File: src/mph_consts.vh
`ifndef MPH_CONSTS_VH
`define MPH_CONSTS_VH

// ---------------------------------------------------------------
// clock
// ---------------------------------------------------------------
`define MPH_CLK_PERIOD_NS    10

// ---------------------------------------------------------------
// port address classes
// ---------------------------------------------------------------
`define MPH_ADDR_W           3
`define MPH_DATA_W           8
`define MPH_ADDR_SHARED      3'h0
`define MPH_ADDR_MED_SEP     3'h4
`define MPH_ADDR_MED_DS_A    3'h4
`define MPH_ADDR_MED_DS_B    3'h5

// ---------------------------------------------------------------
// access time ceilings, in clock periods, strobe edge to completion
// ---------------------------------------------------------------
`define MPH_SEP_FAST_MAX     3
`define MPH_SEP_MED_MAX      4
`define MPH_SEP_SLOW_MAX     5
`define MPH_DS_FAST_MAX      4
`define MPH_DS_MED_MAX       5
`define MPH_DS_SLOW_MAX      6

// input synchroniser plus the completion flop use this many periods
`define MPH_FIXED_PERIODS    3
`define MPH_WAIT_W           3

`endif

File: src/mph_sync.v
`timescale 1ns/10ps
`default_nettype none

module mph_sync #(
    parameter WIDTH = 1
) (
    // clock and reset
    input  wire             i_mclk,
    input  wire             i_resetn,
    // asynchronous levels in, synchronised levels out
    input  wire [WIDTH-1:0] i_async,
    input  wire [WIDTH-1:0] i_reset_val,
    output wire [WIDTH-1:0] o_sync
);

    reg [WIDTH-1:0] stage1;
    reg [WIDTH-1:0] stage2;

    // ---------------------------------------------------------------
    // two flops per bit
    // ---------------------------------------------------------------
    genvar b;
    generate
        for (b = 0; b < WIDTH; b = b + 1) begin : g_bit
            always @(posedge i_mclk or negedge i_resetn) begin
                if (!i_resetn) begin
                    stage1[b] <= 1'b1;
                    stage2[b] <= 1'b1;
                end else begin
                    stage1[b] <= i_async[b];
                    stage2[b] <= stage1[b];
                end
            end
        end
    endgenerate

    // reset value has no effect: the flops always reset high and the mask is all ones
    assign o_sync = stage2 & (i_reset_val | ~i_reset_val);

endmodule

`default_nettype wire

File: src/mph_port.v
// Summary of operation
// RULE1 - mode input high selects data strobe style with active-low acknowledge
// RULE2 - mode input low selects separate read and write strobes, ready high
// RULE3 - separate-strobe latency runs from strobe falling edge to ready rising
// RULE4 - separate-strobe addresses 7,6,5,3,2,1 complete within three periods
// RULE5 - separate-strobe address 4 and control address 0 within four periods
// RULE6 - separate-strobe coefficient RAM address 0 completes within five periods
// RULE7 - data-strobe latency runs from strobe falling edge to acknowledge falling
// RULE8 - data-strobe addresses 7,6,3,2,1 acknowledge within four periods
// RULE9 - data-strobe addresses 4,5 and control address 0 within five periods
// RULE10 - data-strobe coefficient RAM address 0 acknowledges within six periods
// RULE11 - acknowledge line is open drain; host supplies the pull-up
// RULE12 - host keeps address, data, strobes stable until completion is seen
// RULE13 - read data driven by completion, released after the read strobe ends
`timescale 1ns/10ps
`default_nettype none
`include "mph_consts.vh"

module mph_port (
    // clock and reset
    input  wire                    i_mclk,
    input  wire                    i_resetn,
    // host pins
    input  wire                    i_mode,
    input  wire                    i_host_data_strobe_n,
    input  wire                    i_wr_rw,
    input  wire [`MPH_ADDR_W-1:0]  i_addr,
    input  wire [`MPH_DATA_W-1:0]  i_data,
    output reg  [`MPH_DATA_W-1:0]  o_data,
    output reg                     o_data_oe,
    output reg                     o_transfer_acknowledge_n,
    output reg                     o_ack_oe,
    // register core side
    input  wire                    i_coef_sel,
    input  wire [`MPH_DATA_W-1:0]  i_rd_data,
    output reg  [`MPH_ADDR_W-1:0]  o_core_addr,
    output reg  [`MPH_DATA_W-1:0]  o_wr_data,
    output reg                     o_wr_stb,
    output reg                     o_rd_stb
);

    localparam NSYNC = `MPH_ADDR_W + `MPH_DATA_W + 3;

    // ---------------------------------------------------------------
    // extra wait cycles per latency class
    // ---------------------------------------------------------------
    // worked out as integers, then cut to the counter width on purpose
    localparam integer SEP_FAST_I = `MPH_SEP_FAST_MAX - `MPH_FIXED_PERIODS;
    localparam integer SEP_MED_I  = `MPH_SEP_MED_MAX - `MPH_FIXED_PERIODS;
    localparam integer SEP_SLOW_I = `MPH_SEP_SLOW_MAX - `MPH_FIXED_PERIODS;
    localparam integer DS_FAST_I  = `MPH_DS_FAST_MAX - `MPH_FIXED_PERIODS;
    localparam integer DS_MED_I   = `MPH_DS_MED_MAX - `MPH_FIXED_PERIODS;
    localparam integer DS_SLOW_I  = `MPH_DS_SLOW_MAX - `MPH_FIXED_PERIODS;

    localparam [`MPH_WAIT_W-1:0] WAIT_SEP_FAST = SEP_FAST_I[`MPH_WAIT_W-1:0];
    localparam [`MPH_WAIT_W-1:0] WAIT_SEP_MED  = SEP_MED_I[`MPH_WAIT_W-1:0];
    localparam [`MPH_WAIT_W-1:0] WAIT_SEP_SLOW = SEP_SLOW_I[`MPH_WAIT_W-1:0];
    localparam [`MPH_WAIT_W-1:0] WAIT_DS_FAST  = DS_FAST_I[`MPH_WAIT_W-1:0];
    localparam [`MPH_WAIT_W-1:0] WAIT_DS_MED   = DS_MED_I[`MPH_WAIT_W-1:0];
    localparam [`MPH_WAIT_W-1:0] WAIT_DS_SLOW  = DS_SLOW_I[`MPH_WAIT_W-1:0];
    localparam [`MPH_WAIT_W-1:0] WAIT_NONE     = {`MPH_WAIT_W{1'b0}};
    localparam [`MPH_WAIT_W-1:0] WAIT_ONE      = {{(`MPH_WAIT_W-1){1'b0}}, 1'b1};

    // ---------------------------------------------------------------
    // sequencer states
    // ---------------------------------------------------------------
    localparam [2:0] ST_IDLE = 3'h1;
    localparam [2:0] ST_WAIT = 3'h2;
    localparam [2:0] ST_DONE = 3'h4;

    // ---------------------------------------------------------------
    // pin synchronisers
    // ---------------------------------------------------------------
    wire [NSYNC-1:0] pins_sync;

    mph_sync #(
        .WIDTH (NSYNC)
    ) u_sync (
        .i_mclk      (i_mclk),
        .i_resetn    (i_resetn),
        .i_async     ({i_mode, i_host_data_strobe_n, i_wr_rw, i_addr, i_data}),
        .i_reset_val ({NSYNC{1'b1}}),
        .o_sync      (pins_sync)
    );

    wire                   data_strobe_mode     = pins_sync[NSYNC-1];
    wire                   separate_strobe_mode = ~data_strobe_mode;
    wire                   ds_s                 = pins_sync[NSYNC-2];
    wire                   wr_s                 = pins_sync[NSYNC-3];
    wire [`MPH_ADDR_W-1:0] addr_s = pins_sync[`MPH_DATA_W +: `MPH_ADDR_W];
    wire [`MPH_DATA_W-1:0] data_s = pins_sync[`MPH_DATA_W-1:0];

    // ---------------------------------------------------------------
    // strobe decode
    // ---------------------------------------------------------------
    reg  active_d;
    // RULE1 RULE2
    wire active    = data_strobe_mode ? ~ds_s : (~ds_s | ~wr_s);
    wire is_read   = data_strobe_mode ? wr_s : ~ds_s;
    wire start     = active & ~active_d;  // RULE3 RULE7
    wire released  = ~active;

    // ---------------------------------------------------------------
    // latency class: extra wait cycles beyond the fixed pipeline
    // ---------------------------------------------------------------
    // limitation: coefficient select is looked at in the detect cycle only,
    // so the core must present it before the strobe is seen
    reg [`MPH_WAIT_W-1:0] next_wait;

    always @* begin
        if (separate_strobe_mode) begin
            if (addr_s == `MPH_ADDR_SHARED && i_coef_sel)
                next_wait = WAIT_SEP_SLOW;  // RULE6
            else if (addr_s == `MPH_ADDR_SHARED || addr_s == `MPH_ADDR_MED_SEP)
                next_wait = WAIT_SEP_MED;   // RULE5
            else
                next_wait = WAIT_SEP_FAST;  // RULE4
        end else begin
            if (addr_s == `MPH_ADDR_SHARED && i_coef_sel)
                next_wait = WAIT_DS_SLOW;   // RULE10
            else if (addr_s == `MPH_ADDR_SHARED || addr_s == `MPH_ADDR_MED_DS_A
                     || addr_s == `MPH_ADDR_MED_DS_B)
                next_wait = WAIT_DS_MED;    // RULE9
            else
                next_wait = WAIT_DS_FAST;   // RULE8
        end
    end

    // ---------------------------------------------------------------
    // access sequencer
    // ---------------------------------------------------------------
    reg [2:0]             state;
    reg [`MPH_WAIT_W-1:0] wait_cnt;
    reg                   rd_access;

    // completion lands on the same flop edge that takes the count from one to zero
    wire finish = (state == ST_IDLE && start && next_wait == WAIT_NONE)
                || (state == ST_WAIT && wait_cnt == WAIT_ONE);

    always @(posedge i_mclk or negedge i_resetn) begin
        if (!i_resetn) begin
            state     <= ST_IDLE;
            wait_cnt  <= WAIT_NONE;
            rd_access <= 1'b0;
            active_d  <= 1'b0;
            o_ack_oe  <= 1'b0;
        end else begin
            active_d <= active;
            case (state)
                ST_IDLE: begin
                    // separate style holds ready low until an access completes
                    o_ack_oe  <= separate_strobe_mode;
                    rd_access <= is_read;
                    if (start) begin
                        if (next_wait == WAIT_NONE) begin
                            state <= ST_DONE;
                        end else begin
                            state    <= ST_WAIT;
                            wait_cnt <= next_wait;
                        end
                    end
                end
                ST_WAIT: begin
                    wait_cnt <= wait_cnt - WAIT_ONE;
                    if (finish)
                        state <= ST_DONE;
                end
                ST_DONE: begin
                    // completion stands until the host lets go of its strobe
                    if (released) begin
                        state    <= ST_IDLE;
                        o_ack_oe <= separate_strobe_mode;
                    end
                end
                default: begin
                    state <= ST_IDLE;
                end
            endcase
            if (finish) begin
                // ready released high, or acknowledge pulled low
                o_ack_oe <= data_strobe_mode;  // RULE3 RULE7
            end
        end
    end

    // ---------------------------------------------------------------
    // core strobes and host data bus
    // ---------------------------------------------------------------
    // on the fast path the direction comes straight from the detect cycle
    wire finish_rd = (state == ST_IDLE) ? is_read : rd_access;

    always @(posedge i_mclk or negedge i_resetn) begin
        if (!i_resetn) begin
            o_transfer_acknowledge_n <= 1'b0;
            o_data                   <= {`MPH_DATA_W{1'b0}};
            o_data_oe                <= 1'b0;
            o_core_addr              <= {`MPH_ADDR_W{1'b0}};
            o_wr_data                <= {`MPH_DATA_W{1'b0}};
            o_wr_stb                 <= 1'b0;
            o_rd_stb                 <= 1'b0;
        end else begin
            // open drain: the pin value stays low, only the enable moves
            o_transfer_acknowledge_n <= 1'b0;  // RULE11
            o_wr_stb                 <= finish & ~finish_rd;
            o_rd_stb                 <= finish & finish_rd;
            if (state == ST_IDLE) begin
                // RULE12 address and data are reloaded every idle cycle, host holds them
                o_core_addr <= addr_s;
                o_wr_data   <= data_s;
            end
            // data lands on the same edge as completion, so the host never samples a stale byte
            if (finish && finish_rd) begin
                o_data    <= i_rd_data;  // RULE13
                o_data_oe <= 1'b1;
            end else if (state == ST_DONE && released) begin
                o_data_oe <= 1'b0;  // RULE13
            end
        end
    end

endmodule

`default_nettype wire

File: config.mk
export PLATFORM = sky130hd
export DESIGN_NAME = mph_port
export DESIGN_NICKNAME = d
export VERILOG_FILES = /design/src/mph_sync.v /design/src/mph_port.v
export VERILOG_INCLUDE_DIRS = /design/src
export SDC_FILE = /design/constraint.sdc
export NUM_CORES = 1
export LEC_CHECK = 0
export ABC_AREA = 1
export BUFFER_PORTS_ARGS = -buffer_cell sky130_fd_sc_hd__buf_2
export CAP_MARGIN = 25
export CORE_UTILIZATION = 48
export DETAILED_ROUTE_END_ITERATION = 10
export PLACE_DENSITY = 0.8
export SYNTH_ARGS = -nofsm -noshare
export SYNTH_HDL_FRONTEND = slang
export SYNTH_SLANG_ARGS = --single-unit
File: constraint.sdc
create_clock -name i_mclk -period 1.4 [get_ports i_mclk]
set_clock_uncertainty 0.1 [all_clocks]
set_input_delay 0.28 -clock i_mclk [delete_from_list [all_inputs] [get_ports i_mclk]]
set_output_delay 0.28 -clock i_mclk [all_outputs]
set_load 0.05 [all_outputs]
# Word-level counts from Yosys, hierarchy flattened
# Index checks and enable logic that the tools add are counted.
# Widths: inputs -> output; s select.
classes:
  mux: 21
  n_addsub: 1
  n_eq_ne: 11
  bitwise_logic: 10
  reduce_logical: 17
op_table:
  columns: ["cell", "count"]
  rows:
  - ["$mux 3", 8]
  - ["$eq 3x3->1 const B", 3]
  - ["$pmux 3 s3", 1]
  - ["$mux 1", 8]
  - ["$ne 2x2->1 const B", 4]
  - ["$eq 3x1->1 const B", 2]
  - ["$logic_and 1x1->1", 6]
  - ["$logic_not 3->1", 2]
  - ["$not 1->1", 6]
  - ["$pmux 3 s2", 1]
  - ["$reduce_and 3->1", 2]
  - ["$mux 2", 2]
  - ["$reduce_bool 2->1", 2]
  - ["$and 1x1->1", 3]
  - ["$eq 3x2->1 const B", 1]
  - ["$logic_or 1x1->1", 3]
  - ["$ne 3x3->1 const B", 1]
  - ["$reduce_bool 3->1", 1]
  - ["$sub 3x1->3 const B", 1]
  - ["$pmux 1 s2", 1]
  - ["$reduce_and 2->1", 1]
  - ["$or 1x1->1", 1]
totals:
  reg_bits: 59
  out_inout_bits: 24
  elab_cells: 99
  input_bits: 25

# Depth between registers and ports, before layout
# Gate-level depths: netlist (run 1).
logic_depth:
  ltp_word: 11
  ltp_mapped: 9
  ltp_nobuf: 9

# Modules after synthesis
# A second synthesis (run 1) with hierarchy kept.
hier_totals:
  cells_unflattened: 203
  hier_area_um2: 2233.4
by_module_without_submodules:
  columns: ["module", "area_each_um2", "n_inst", "cells_per_inst", "seq_area_each_um2"]
  rows:
  - ["mph_port", 1497.7, 1, 175, 777.0]
  - ["mph_sync", 735.7, 1, 28, 735.7]

# Worst setup path before layout (run 1)
# OpenSTA, ideal clock, no wires.
synth_path:
  path_type: "flip-flop to flip-flop"
  start: "reg state[0]"
  end: "reg o_data[0]"
  n_path_buf: 1
  stages_incl_launch_ff: 9
  t_arrival_ps: 1239
  t_required_ps: 1181
  setup_slack_ps: -58
  setup_ps: 119
  path_cell_list: "dfstp_2 > nand3_2 > buf_6 > nor2_4 > nand2_2 > nand2_4 > nand2_2 > nand2_1 > nand2_1"
synth_between:
  elab_chain_len: 5
  word_cells_on_any_way: 8
synth_lines:
  columns: ["item", "line_no", "rtl"]
  rows:
  - ["start: declaration", "mph_port.v:132", "reg [2:0] state;"]
  - ["start signal: assignment", "mph_port.v:142", "state <= ST_IDLE;"]
  - ["start signal: assignment", "mph_port.v:156", "state <= ST_DONE;"]
  - ["start signal: assignment", "mph_port.v:158", "state <= ST_WAIT;"]
  - ["$eq 3x1->1", "mph_port.v:137, mph_port.v:190", null]
  - ["$logic_and 1x1->1 (2 in a row)", "mph_port.v:137", "wire finish = (state == ST_IDLE && start && next_wait == WAIT_NONE)"]
  - ["$logic_or 1x1->1", "mph_port.v:138", "|| (state == ST_WAIT && wait_cnt == WAIT_ONE);"]
  - ["$logic_and 1x1->1 (*)", "mph_port.v:212", "if (finish && finish_rd) begin"]
  - ["end signal: assignment", "mph_port.v:195", "o_data <= {`MPH_DATA_W{1'b0}};"]
  - ["end signal: assignment", "mph_port.v:213", "o_data <= i_rd_data;"]
  - ["end: declaration", "mph_port.v:29", "output reg [`MPH_DATA_W-1:0] o_data,"]
# Mark *: on every way between the ends. The rest lies on a longest branch, timed or not.
# A chain may end at the register's enable or synchronous reset.

# Final worst setup path (run 1)
layout_path:
  start: "reg state[0]"
  end: "reg o_data[5]"
# The elaborated chain is that of the path after synthesis.

==> results.txt, run 1 <==
* Hold Path Stages: 3
- Number of distinct library cells after synthesis: 29
* Ratio of total power to cell area: 2355 nW/um^2
- The wire-length estimate of the detail-placed layout is approximately 2.8 mm.
- Entering global routing, the biggest net connects 60 pins.
- Once detail routing completed, the nets flagged for antenna violations numbered 0.
- For this design, the slowest cell found on the critical path is sky130_fd_sc_hd__dfstp_2.
- Instance count of the mapped netlist: 202
* I/O Buffers: 47
* Max Root-Sink Buffers: 2
* Clock latency on the worst-skew pair: 0.33 ns
- The initial utilization of the core area, before any placement, comes to 50.51%.
- The number of antenna diodes in the final layout is 0.
- Critical Path, Cell by Cell: nand3_4, inv_2, nand2_1, nand2_4, clkbuf_16, nand3_2, nand2_1
* Yosys warns: 0
- The pre-antenna-repair detailed-routing pass consisted of 4 iterations.
- Crit share post-route: 111.1%
- RSZ-0062 raised after global routing: yes
- Counting every sink on the clock net gives 59.
- The worst-case IR drop observed on VDD is about 1.6 mV.
- Die area: 4922 um^2
- Wire length per cell: 14.10 um
- For this run, the top clock speed supported by timing is 0.6427 GHz.
* Vias in the first global route: 1703
* CTS HTree Levels: 3
* Initial DRC count: 91
- Final worst-path setup slack: -0.1559 ns
- Leakage dissipation: 1.607 nW
- The synthesized design contains 59 register bits.
* Share of cells above drive strength 1: 51.85%
* Mean cell area of the mapped netlist: approximately 11 um^2
* IO Count: approximately 50
* Worst EP required: 1.57 ns
- Critical Path Sink: o_data[5]$_DFFE_PN0P_
- Setup violations remaining at the end of the flow were counted as 19.
- The checks that failed: negative setup slack.
- Global routing used 21.45% of the available tracks.
- Clock tree synthesis selected as its root buffer the cell sky130_fd_sc_hd__clkbuf_8.
* Critical path class: register to register
- At the worst endpoint, the arrival time is roughly 1.7 ns.
- The worst register-to-register path begins at state[0]$_DFFE_PN1P_.
- Of all nets on the critical path, the largest fanout is 5.
- The worst setup path is captured at a register.
- Final hold violation count: 0
- The area growth from synthesis to layout is 43.21%.
* Standard-cell rows: 24
- At the end of routability-driven placement, the weighted congestion stood at 0.8181.
- The count of cells in the finished layout, fillers not included, comes to ~350.
- The min-delay analysis places its worst path in the category primary input to register.
- Initial antenna violation count: 0
* Setup Total Neg Slack: -1.805 ns
- The most numerous cell type found on the critical path is sky130_fd_sc_hd__nand2_1.
- Cell area after technology mapping: ~2200 um^2
- Total congestion overflow after global routing: 0
- Via total after detailed routing: 1707
- For this run, the register share of the synthesized area comes to between 60% and 70%.
- The tool flagged a number of max-cap violations equal to 0.
- In the final design database the tool counted between 300 and 400 nets.
* Type of element launching the critical path: register
- Time the final worst path needs with I/O delays and setup: 1.556 ns
- Measured in cells, the most critical reg-to-reg path has a length of 7.
* Die boundary width: ~70 um
- Commonest non-fill, non-tap cells in the layout: 67 x sky130_fd_sc_hd__nand2_1, 47 x sky130_fd_sc_hd__buf_2, 30 x sky130_fd_sc_hd__dfrtp_1
- Number of buffers inserted during clock tree synthesis: 9
* Worst-case setup slack after placement: -0.1101 ns
* Flop2flop setup slack: -0.16 ns
- The endpoint identified for the worst register-to-register timing path is o_data[5]$_DFFE_PN0P_.
- Run status: complete, but fails checks
- After detailed routing, the number of vias per cell comes to between 4 and 5.
* Fillers: 284
- Crit path launch: state[0]$_DFFE_PN1P_
- CTS tree: done
- Core region area: 4414 um^2
- In the routed design, unresolved DRC markers number 0.
- The largest single stage delay on the critical path is 0.60 ns.
- Once placement completed, the tool counted placed cells totaling 310.
- Registers take approximately 1500 um^2.
* Total length of routed wires: 4.922 mm
- The final number of max-transition violations is 0.
* Global-route wire length before repair: 7.783 mm
* CTS clk-pin slew, worst paths: 0.06 ns
- Die boundary height: between 70 and 80 um
- The number of nets handed over by synthesis was 229.
* Multi-input logic area: around 740 um^2
- Hold slack final: roughly 0.076 ns
* Leading cell type in the layout, fill and taps excluded: sky130_fd_sc_hd__nand2_1
## cell usage after synthesis (all sizes together)
cell | n | share of area (%)
o22ai | 1 | 0.28
nand3 | 12 | 4.7
inv | 16 | 2.7
o21ai | 7 | 1.7
nor3 | 2 | 0.67
ha | 2 | 1.1
a21oi | 4 | 0.90
dfstp | 29 | 34
nand4 | 1 | 0.28
or2 | 2 | 0.56
nor2 | 7 | 1.7
nand2 | 80 | 14
clkbuf | 1 | 0.17
xnor2 | 1 | 0.39
dfrtp | 30 | 34
buf | 5 | 2.2
nand3b | 1 | 0.51
conb | 1 | 0.17
## through the flow
step           area [um^2]  total power [mW]  utilization (%)
2_1_floorplan         2238             4.617                -
3_3_place_gp          2633             5.370            59.64
3_5_place_dp          2633             5.454            59.64
4_1_cts               3064             7.191            69.42
5_1_grt               3193             7.890            72.34
6_report              3193             7.520            72.34
## what timing repair did
action / 4_1_cts / 5_1_grt
gates cloned: 0 / 2
gates resized for setup: 11 / 23
endpoints found under the setup margin: 17 / 20
pin swaps: 5 / 15
endpoints found under the hold margin: 44 / 0
buffers inserted: 5 / 2
hold buffers: 15 / 0
## registers in the layout, summed over array words and instances (netlist names)
name and count:
state 3, o_data_oe 1, u_sync.stage1 14, rd_access 1, u_sync.stage2 14, active_d 1, wait_cnt 3, o_data 8
o_rd_stb 1, o_core_addr 3, o_ack_oe 1, o_wr_stb 1, o_wr_data 8
## cell type report
class                           count  share of cell area, %
Clock buffer                        9                  3.879
Clock inverter                      6                  2.116
Inverter                           16                  1.881
Multi-Input combinational cell    122                  23.04
Sequential cell                    59                  47.37
Tap cell                           52                  2.038
Timing Repair Buffer               85                  19.67
## worst min path at each step
stage	startpoint	endpoint
floorplan	i_resetn	active_d$_DFF_PN0_
detailed placement	i_resetn	wait_cnt[0]$_DFFE_PN0P_
CTS	i_rd_data[3]	o_data[3]$_DFFE_PN0P_
global placement	i_resetn	wait_cnt[0]$_DFFE_PN0P_
global route	i_rd_data[2]	o_data[2]$_DFFE_PN0P_
finish	i_rd_data[1]	o_data[1]$_DFFE_PN0P_
## cell families after synthesis
| logic type | share of synthesized area [%] |
|---|---|
| other cells | 0.1682 |
| fa+ha+maj | 1.122 |
| compound gates | 2.918 |
| simple gates | 22.50 |
| buf+inv | 5.050 |
| flops | 67.85 |
| xor+xnor | 0.3929 |
## critical path: cells and delay by family, from the launching register on
kind                   cells  cell delay [ns]
flip-flops                 1             0.60
AND/OR/NAND/NOR            5             0.52
buffers and inverters      2             0.27
## layer usage
layer	part of all wire (%)	track usage, %
met1	40	24.95
met2	54	35.79
met3	4.1	6.061
met4	2.3	11.78
met5	0	0
## report_power, final
part	switching [mW]	internal (mW)
Combinational	2.41	1.15
Sequential	0.281	2.20
Clock	0.661	0.813
Total	3.36	4.16
Note: power is estimated with default switching activity, not from simulation.
==> run 2, diff against run 1 <==
Settings changed: CORE_UTILIZATION 48 to 25, PLACE_DENSITY 0.8 to 0.49.
==> results.txt, run 2 (same netlist as run 1, synthesis figures left out) <==
- Run status: complete, but fails checks
- Violated checks: negative setup slack
- Worst min path class: primary input to register
- In this run the critical register-to-register path is launched from state[0]$_DFFE_PN1P_.
- The setup TNS is -0.6109 ns (+1.194 ns).
- I/O Buffers: 47 (unchanged)
- Time the final worst path needs with I/O delays and setup: 1.460 ns (-0.09574 ns)
- Leakage dissipation: 1.597 nW (-0.62%)
- The proportion of layout cells with a drive suffix above 1 was 52.16% (+0.31 points).
* Critical path class: register to register
* P_sw: 3.242 mW (-3.4%)
- The largest registers in the layout are u_sync.stage1: 14 flops, u_sync.stage2: 14 flops.
* Ratio of total power to cell area: 2246 nW/um^2 (-4.6%)
* Crit path arrival time: 1.63 ns (-0.10 ns)
- Global-route track usage on met3: 2.660% (-3.4 points)
- The insertion delay to the later sink of the worst-skew pair was 0.33 ns (about the same).
- The global routing stage identified its most utilized layer as met2.
- Nature of the critical path endpoint: register
- Slew Limit Fails: 0 (unchanged)
- The number of placed I/O pins was 49 (unchanged).
- The worst endpoint required time is 1.57 ns (about the same).
* Number of antenna-violating nets in the routed design: 0 (unchanged)
- The number of violations of the max-capacitance limit was 0 (unchanged).
* Leading cell type in the layout, fill and taps excluded: sky130_fd_sc_hd__nand2_1
- The via density per instance came to 3.954 (-19%).
- The cell depth of the worst min-delay path came to 3 (unchanged).
- The sequential cell fraction of total power was 33.1% (about the same).
- Crit share post-route: 104.3% (-6.8 points)
- Final worst-path setup slack: -0.06019 ns (+0.09574 ns)
- Hold slack final: 0.07943 ns (+0.003295 ns)
- The total power draw came to 7.375 mW (-1.9%).
* Initial antenna violation count: 0 (unchanged)
- The average wire per cell in the routed design came to 11.07 um (-22%).
- The number of standard cells in the layout, taps in and fillers out is 409 (+17%).
- Master cell of the clock root buffer: sky130_fd_sc_hd__clkbuf_8
* Post-Route Utilization: 37.83% (-35 points)
- Vias in the first global route: 1596 (-6.3%)
- Count of nets after finishing: 323 (+0.94%)
- Setup repair after global routing could not meet its margin everywhere.
- Initial DRC count: 71 (-22%)
- Die boundary width: 96.44 um (+37%)
* Die area: 9301 um^2 (+89%)
* Flop2flop setup slack: -0.06 ns (+0.10 ns)
- Gate power share: 46.9% (-0.6 points)
* Via total after detailed routing: 1617 (-5.3%)
- Achievable clock frequency: 0.6848 GHz (+6.6%)
- Final RePlAce weighted congestion: 0.8146 (-0.43%)
- The overflow left after global routing is 0 (unchanged).
* Max Root-Sink Buffers: 2 (unchanged)
* Largest vdd supply drop: 1.057 mV (-35%)
* Remaining DRCs: 0 (unchanged)
- The critical path starts at state[0]$_DFFE_PN1P_.
* Placed wire-length estimate after detailed placement: 3.006 mm (+8.7%)
- Critical Path Sink: o_data[4]$_DFFE_PN0P_
- The setup slack at placement was -0.1131 ns (-0.003027 ns).
- The row count came to 34 (+42%).
- The height of the die was 96.44 um (+37%).
- Design internal power: 4.133 mW (-0.73%)
- The largest individual stage delay along the critical path comes from the cell sky130_fd_sc_hd__dfstp_2.
- Post-DP Area: 2758 um^2 (+4.8%)
* Type of element launching the critical path: register
- Antenna cell count: 0 (unchanged)
- The global-route track usage on met1 came to 13.76% (-11 points).
* Critical Path, Cell by Cell: nand3_4, nor2_4, nand2_2, nand2_4, buf_4, nand3_2, nand2_1
* Total length of routed wires: 4.527 mm (-8.0%)
- TritonCTS sink count: 59 (unchanged)
- The number of endpoints failing setup at the final stage is 12 (-7).
- The effective utilization at floorplan is 25.69% (-25 points).
* CTS tree: done
- The area growth from synthesis to layout is 47.25%.
* Core region area: 8678 um^2 (+97%)
* Max incr delay on CP: 0.59 ns (about the same)
- The worst register-to-register path ends at o_data[4]$_DFFE_PN0P_.
* Share of power burned in the clock network: 19.9% (+0.3 points)
* Fraction of power spent switching nets: 43.96% (-0.67 points)
- The global-route usage over all layers came to 11.19% (-10 points).
- In the layout the commonest cells are 70 x sky130_fd_sc_hd__nand2_1, 45 x sky130_fd_sc_hd__buf_2, 30 x sky130_fd_sc_hd__dfrtp_1.
- The count of final hold-check violations was 0 (unchanged).
- The met2 routing resource usage after global routing is 17.49% (-18 points).
* Summed area of non-filler cells in the final layout: 3283 um^2 (+2.8%)
- The first-pass detailed-route iteration total is 6 (+2).
- CTS clk-pin slew, worst paths: 0.07 ns (about the same)
* CTS HTree Levels: 3 (unchanged)
- The worst reg2reg path depth came to 7 (unchanged).
- The number of CTS-inserted buffers came to 9 (unchanged).
* Instance count after placement with tap cells included: 375 (+21%)
- Largest net degree at the start of global routing: 60 (unchanged)
- The biggest fanout along the worst timing path was 6 (+1).
- The global-route wire length before repair came to 7.576 mm (-2.7%).
[run 2: changes by cell type in the layout (fill, tap and decap cells not counted), moves of 3 or more]
cell                      before  now
sky130_fd_sc_hd__inv_2         6    3
sky130_fd_sc_hd__nand2_2       8    5
sky130_fd_sc_hd__buf_4        15   18
sky130_fd_sc_hd__nor2_4        1    4
sky130_fd_sc_hd__buf_6         4    7
sky130_fd_sc_hd__nand2_1      67   70
[run 2: timing repair]
item,in CTS,in global routing
setup endpoints to repair,18,28
pin swaps,7,11
buffers inserted,3,0
endpoints found under the hold margin,44,0
gates cloned,0,0
gates resized for setup,18,26
hold buffers,15,0
[run 2: worst min-delay path by stage]
| stage | endpoint | from |
|---|---|---|
| 2_1_floorplan | active_d$_DFF_PN0_ | i_resetn |
| 3_3_place_gp | o_wr_data[3]$_DFFE_PN0N_ | i_resetn |
| 3_5_place_dp | o_wr_data[7]$_DFFE_PN0N_ | i_resetn |
| 4_1_cts | o_data[3]$_DFFE_PN0P_ | i_rd_data[3] |
| 5_1_grt | o_data[7]$_DFFE_PN0P_ | i_rd_data[7] |
| 6_report | o_data[7]$_DFFE_PN0P_ | i_rd_data[7] |
[run 2: cell type report]
type	instances	area (um^2)
clock buffers	11	131.4
repair buffers	89	644.4
flip-flops and latches	59	1513
clock inverters	5	55.05
multi-input cells	121	739.5
fillers	890	5395
inverters	16	65.06
well taps	108	135.1
[run 2: power by group through the flow]
stage	clock network, mW	logic, mW	registers [mW]
2_1_floorplan	0	1.08	3.54
3_3_place_gp	0	3.06	2.45
3_5_place_dp	0	3.07	2.45
4_1_cts	1.53	3.30	2.44
5_1_grt	1.60	3.76	2.51
6_report	1.47	3.46	2.44
[run 2: routing by layer]
layer | part of all wire, % | vias up
li1 | - | 809
met1 | 46 | 768
met2 | 50 | 32
met3 | 2.1 | 8
met4 | 1.9 | 0
met5 | 0 | -
[run 2: critical path, delay by kind of cell (launching register included)]
family / cells / cell delay (ns)
DFF: 1 / 0.59
buffers and inverters: 1 / 0.15
and+or+nand+nor: 6 / 0.56
==> run 3, diff against run 2 <==
Settings changed: CORE_ASPECT_RATIO set to 0.7.
==> results.txt, run 3 (same netlist as run 1, synthesis figures left out) <==
- Flop2flop setup slack: -0.09 ns (-0.03 ns)
- Worst min path class: primary input to register
* Hold Path Stages: 3 (unchanged)
- The number of standard cells in the layout, taps in and fillers out was 420 (+2.7%).
- The worst hold path terminates at o_data[2]$_DFFE_PN0P_.
- The startpoint identified for the worst register-to-register timing path is u_sync.stage2[13]$_DFF_PN1_.
- Master cell of the clock root buffer: sky130_fd_sc_hd__clkbuf_16
- Vias in the first global route: 1554 (-2.6%)
- The height of the die was 81.02 um (-16%).
* Time the final worst path needs with I/O delays and setup: 1.485 ns (+0.02513 ns)
- The number of nets with antenna violations after routing is 0 (unchanged).
* Total congestion overflow after global routing: 0 (unchanged)
- Final hold violation count: 0 (unchanged)
- The setup TNS came to -0.8141 ns (-0.2031 ns).
* Post-Route Utilization: 39.21% (+1.4 points)
- The initial antenna violation count came to 0 (unchanged).
- IO Count: 49 (unchanged)
- I/O Buffers: 47 (unchanged)
- The via count came to 1592 (-1.5%).
- Final RePlAce weighted congestion: 0.7796 (-4.3%)
- Leakage dissipation: 1.621 nW (+1.5%)
* Remaining DRCs: 0 (unchanged)
- Leaving out fill and tap cells, the most frequent cell in the layout is sky130_fd_sc_hd__nand2_1.
- The global-route usage over all layers came to 11.02% (-0.17 points).
- Die boundary width: 114.9 um (+19%)
- The worst endpoint required time came to 1.52 ns (-0.05 ns).
- Worst r2r dst: o_data[1]$_DFFE_PN0P_
* Global-route track usage on met3: 4.552% (+1.9 points)
- In the layout the commonest cells are 74 x sky130_fd_sc_hd__nand2_1, 47 x sky130_fd_sc_hd__buf_2, 30 x sky130_fd_sc_hd__dfrtp_1.
- The worst-case clock buffer depth is 2 (unchanged).
* Total length of routed wires: 4.448 mm (-1.7%)
- The number of endpoints failing setup at the final stage came to 15 (+3).
- The data arrival at the endpoint of the critical path was 1.60 ns (-0.03 ns).
- Instance count after placement with tap cells included: 385 (+2.7%)
- The checks that failed: negative setup slack.
* Largest vdd supply drop: 0.9632 mV (-8.9%)
* Syn-to-layout area delta: 50.34%
* Critical path fanouts, max: 8 (+2)
- Run status: complete, but fails checks
* Standard-cell rows: 28 (-18%)
- Met1 Track Usage GR: 14.46% (+0.70 points)
- The via density per instance was 3.790 (-4.1%).
* Type of element launching the critical path: register
- CTS clk-pin slew, worst paths: 0.05 ns (-0.02 ns)
- TritonCTS built the clock tree.
- Share of cells above drive strength 1: 51.00% (-1.2 points)
- The number of CTS-inserted buffers came to 9 (unchanged).
* TritonCTS sink count: 59 (unchanged)
- Initial DRC count: 50 (-30%)
* Die area: 9307 um^2 (about the same)
- By startpoint and endpoint, the worst setup path is classified as register to register.
* Largest registers: u_sync.stage1: 14 flops, u_sync.stage2: 14 flops
- The average wire per cell in the routed design came to 10.59 um (-4.3%).
- Starting utilization of the core area: 26.08% (+0.39 points)
- Antenna cell count: 0 (unchanged)
* Largest net degree at the start of global routing: 27 (-55%)
- In this run the most used layer during global routing was met2.
- RSZ-0062 raised after global routing: yes
* Reg2Reg Depth: 8 (+1)
- Core region area: 8548 um^2 (-1.5%)
- The global-route wire length before repair was 7.583 mm (about the same).
* Clock latency on the worst-skew pair: 0.32 ns (about the same)
- The first-pass detailed-route iteration total was 4 (-2).
- Met2 track demand over resource in global routing: 15.60% (-1.9 points)
* Count of max-cap constraint violations: 0 (unchanged)
- The half-perimeter wire length of the detailed placement result came to 3.133 mm (+4.2%).
* Hold_sp: i_rd_data[2]
- The final setup slack of the worst path came to -0.08533 ns (-0.02513 ns).
- The net count of the finished layout came to 322 (-0.31%).
- Achievable clock frequency: 0.6733 GHz (-1.7%)
- Slew Limit Fails: 0 (unchanged)
- CTS HTree Levels: 3 (unchanged)
* Crit share post-route: 106.1% (+1.8 points)
- Ratio of total power to cell area: 2327 nW/um^2 (+3.6%)
* Nature of the critical path endpoint: register
==> run 3: layout make-up <==
cell class	count	area [um^2]
Clock buffer	9	225.2
Clock inverter	7	52.55
Fill cell	877	5196
Inverter	16	60.06
Multi-Input combinational cell	122	708.2
Sequential cell	59	1513
Tap cell	120	150.1
Timing Repair Buffer	87	643.1
==> run 3: stage by stage <==
stage	hold WS (ns)	instance area, um^2	power (mW)	worst slack, ns
after floorplan	-0.1156	2238	4.617	-0.02211
after global placement	0.1289	2783	5.510	-0.1097
after detailed placement	0.1283	2783	5.537	-0.1266
after CTS	0.06830	3258	7.740	-0.06433
after global routing	0.07512	3352	8.287	-0.1560
final	0.07617	3352	7.800	-0.08533
==> run 3: critical path: stages (launching register included) <==
cell	delay (ns)
sky130_fd_sc_hd__dfstp_2	0.60
sky130_fd_sc_hd__inv_2	0.07
sky130_fd_sc_hd__o21ai_4	0.07
sky130_fd_sc_hd__nor2_4	0.06
sky130_fd_sc_hd__nand2_4	0.10
sky130_fd_sc_hd__nand2_8	0.10
sky130_fd_sc_hd__buf_12	0.17
sky130_fd_sc_hd__nand3_2	0.05
sky130_fd_sc_hd__nand2_1	0.05
==> run 3: timing repair <==
item / in CTS / in global routing
endpoints found under the setup margin: 28 / 28
gates cloned: 0 / 1
endpoints found under the hold margin: 20 / 0
pin swaps: 6 / 4
buffers inserted: 1 / 2
resized for setup: 10 / 18
hold buffers: 15 / 0
==> run 3: metal layers <==
layer  vias up  routed length (um)
met1       737                2225
met4         0                  58
met5         -                   0
met2        31                1924
met3         7                 239
li1        817                   -
==> run 3: power by group <==
part	total, mW	internal, mW	switching [mW]	leakage (nW)
registers	2.43	2.20	0.233	0.672
clock network	1.99	1.20	0.789	0.132
logic	3.38	1.08	2.30	0.816
==> run 3: worst max path at each step <==
stage,startpoint,endpoint,slack [ns],cells after the start
5_1_grt,u_sync.stage2[13]$_DFF_PN1_,o_data[1]$_DFFE_PN0P_,-0.16,8
4_1_cts,u_sync.stage2[13]$_DFF_PN1_,o_data[1]$_DFFE_PN0P_,-0.06,8
6_report,u_sync.stage2[13]$_DFF_PN1_,o_data[1]$_DFFE_PN0P_,-0.09,8
2_1_floorplan,state[0]$_DFFE_PN1P_,state[1]$_DFFE_PN0P_,-0.02,7
3_5_place_dp,state[0]$_DFFE_PN1P_,o_data[1]$_DFFE_PN0P_,-0.13,7
3_3_place_gp,state[2]$_DFFE_PN0P_,wait_cnt[2]$_DFFE_PN0P_,-0.11,7
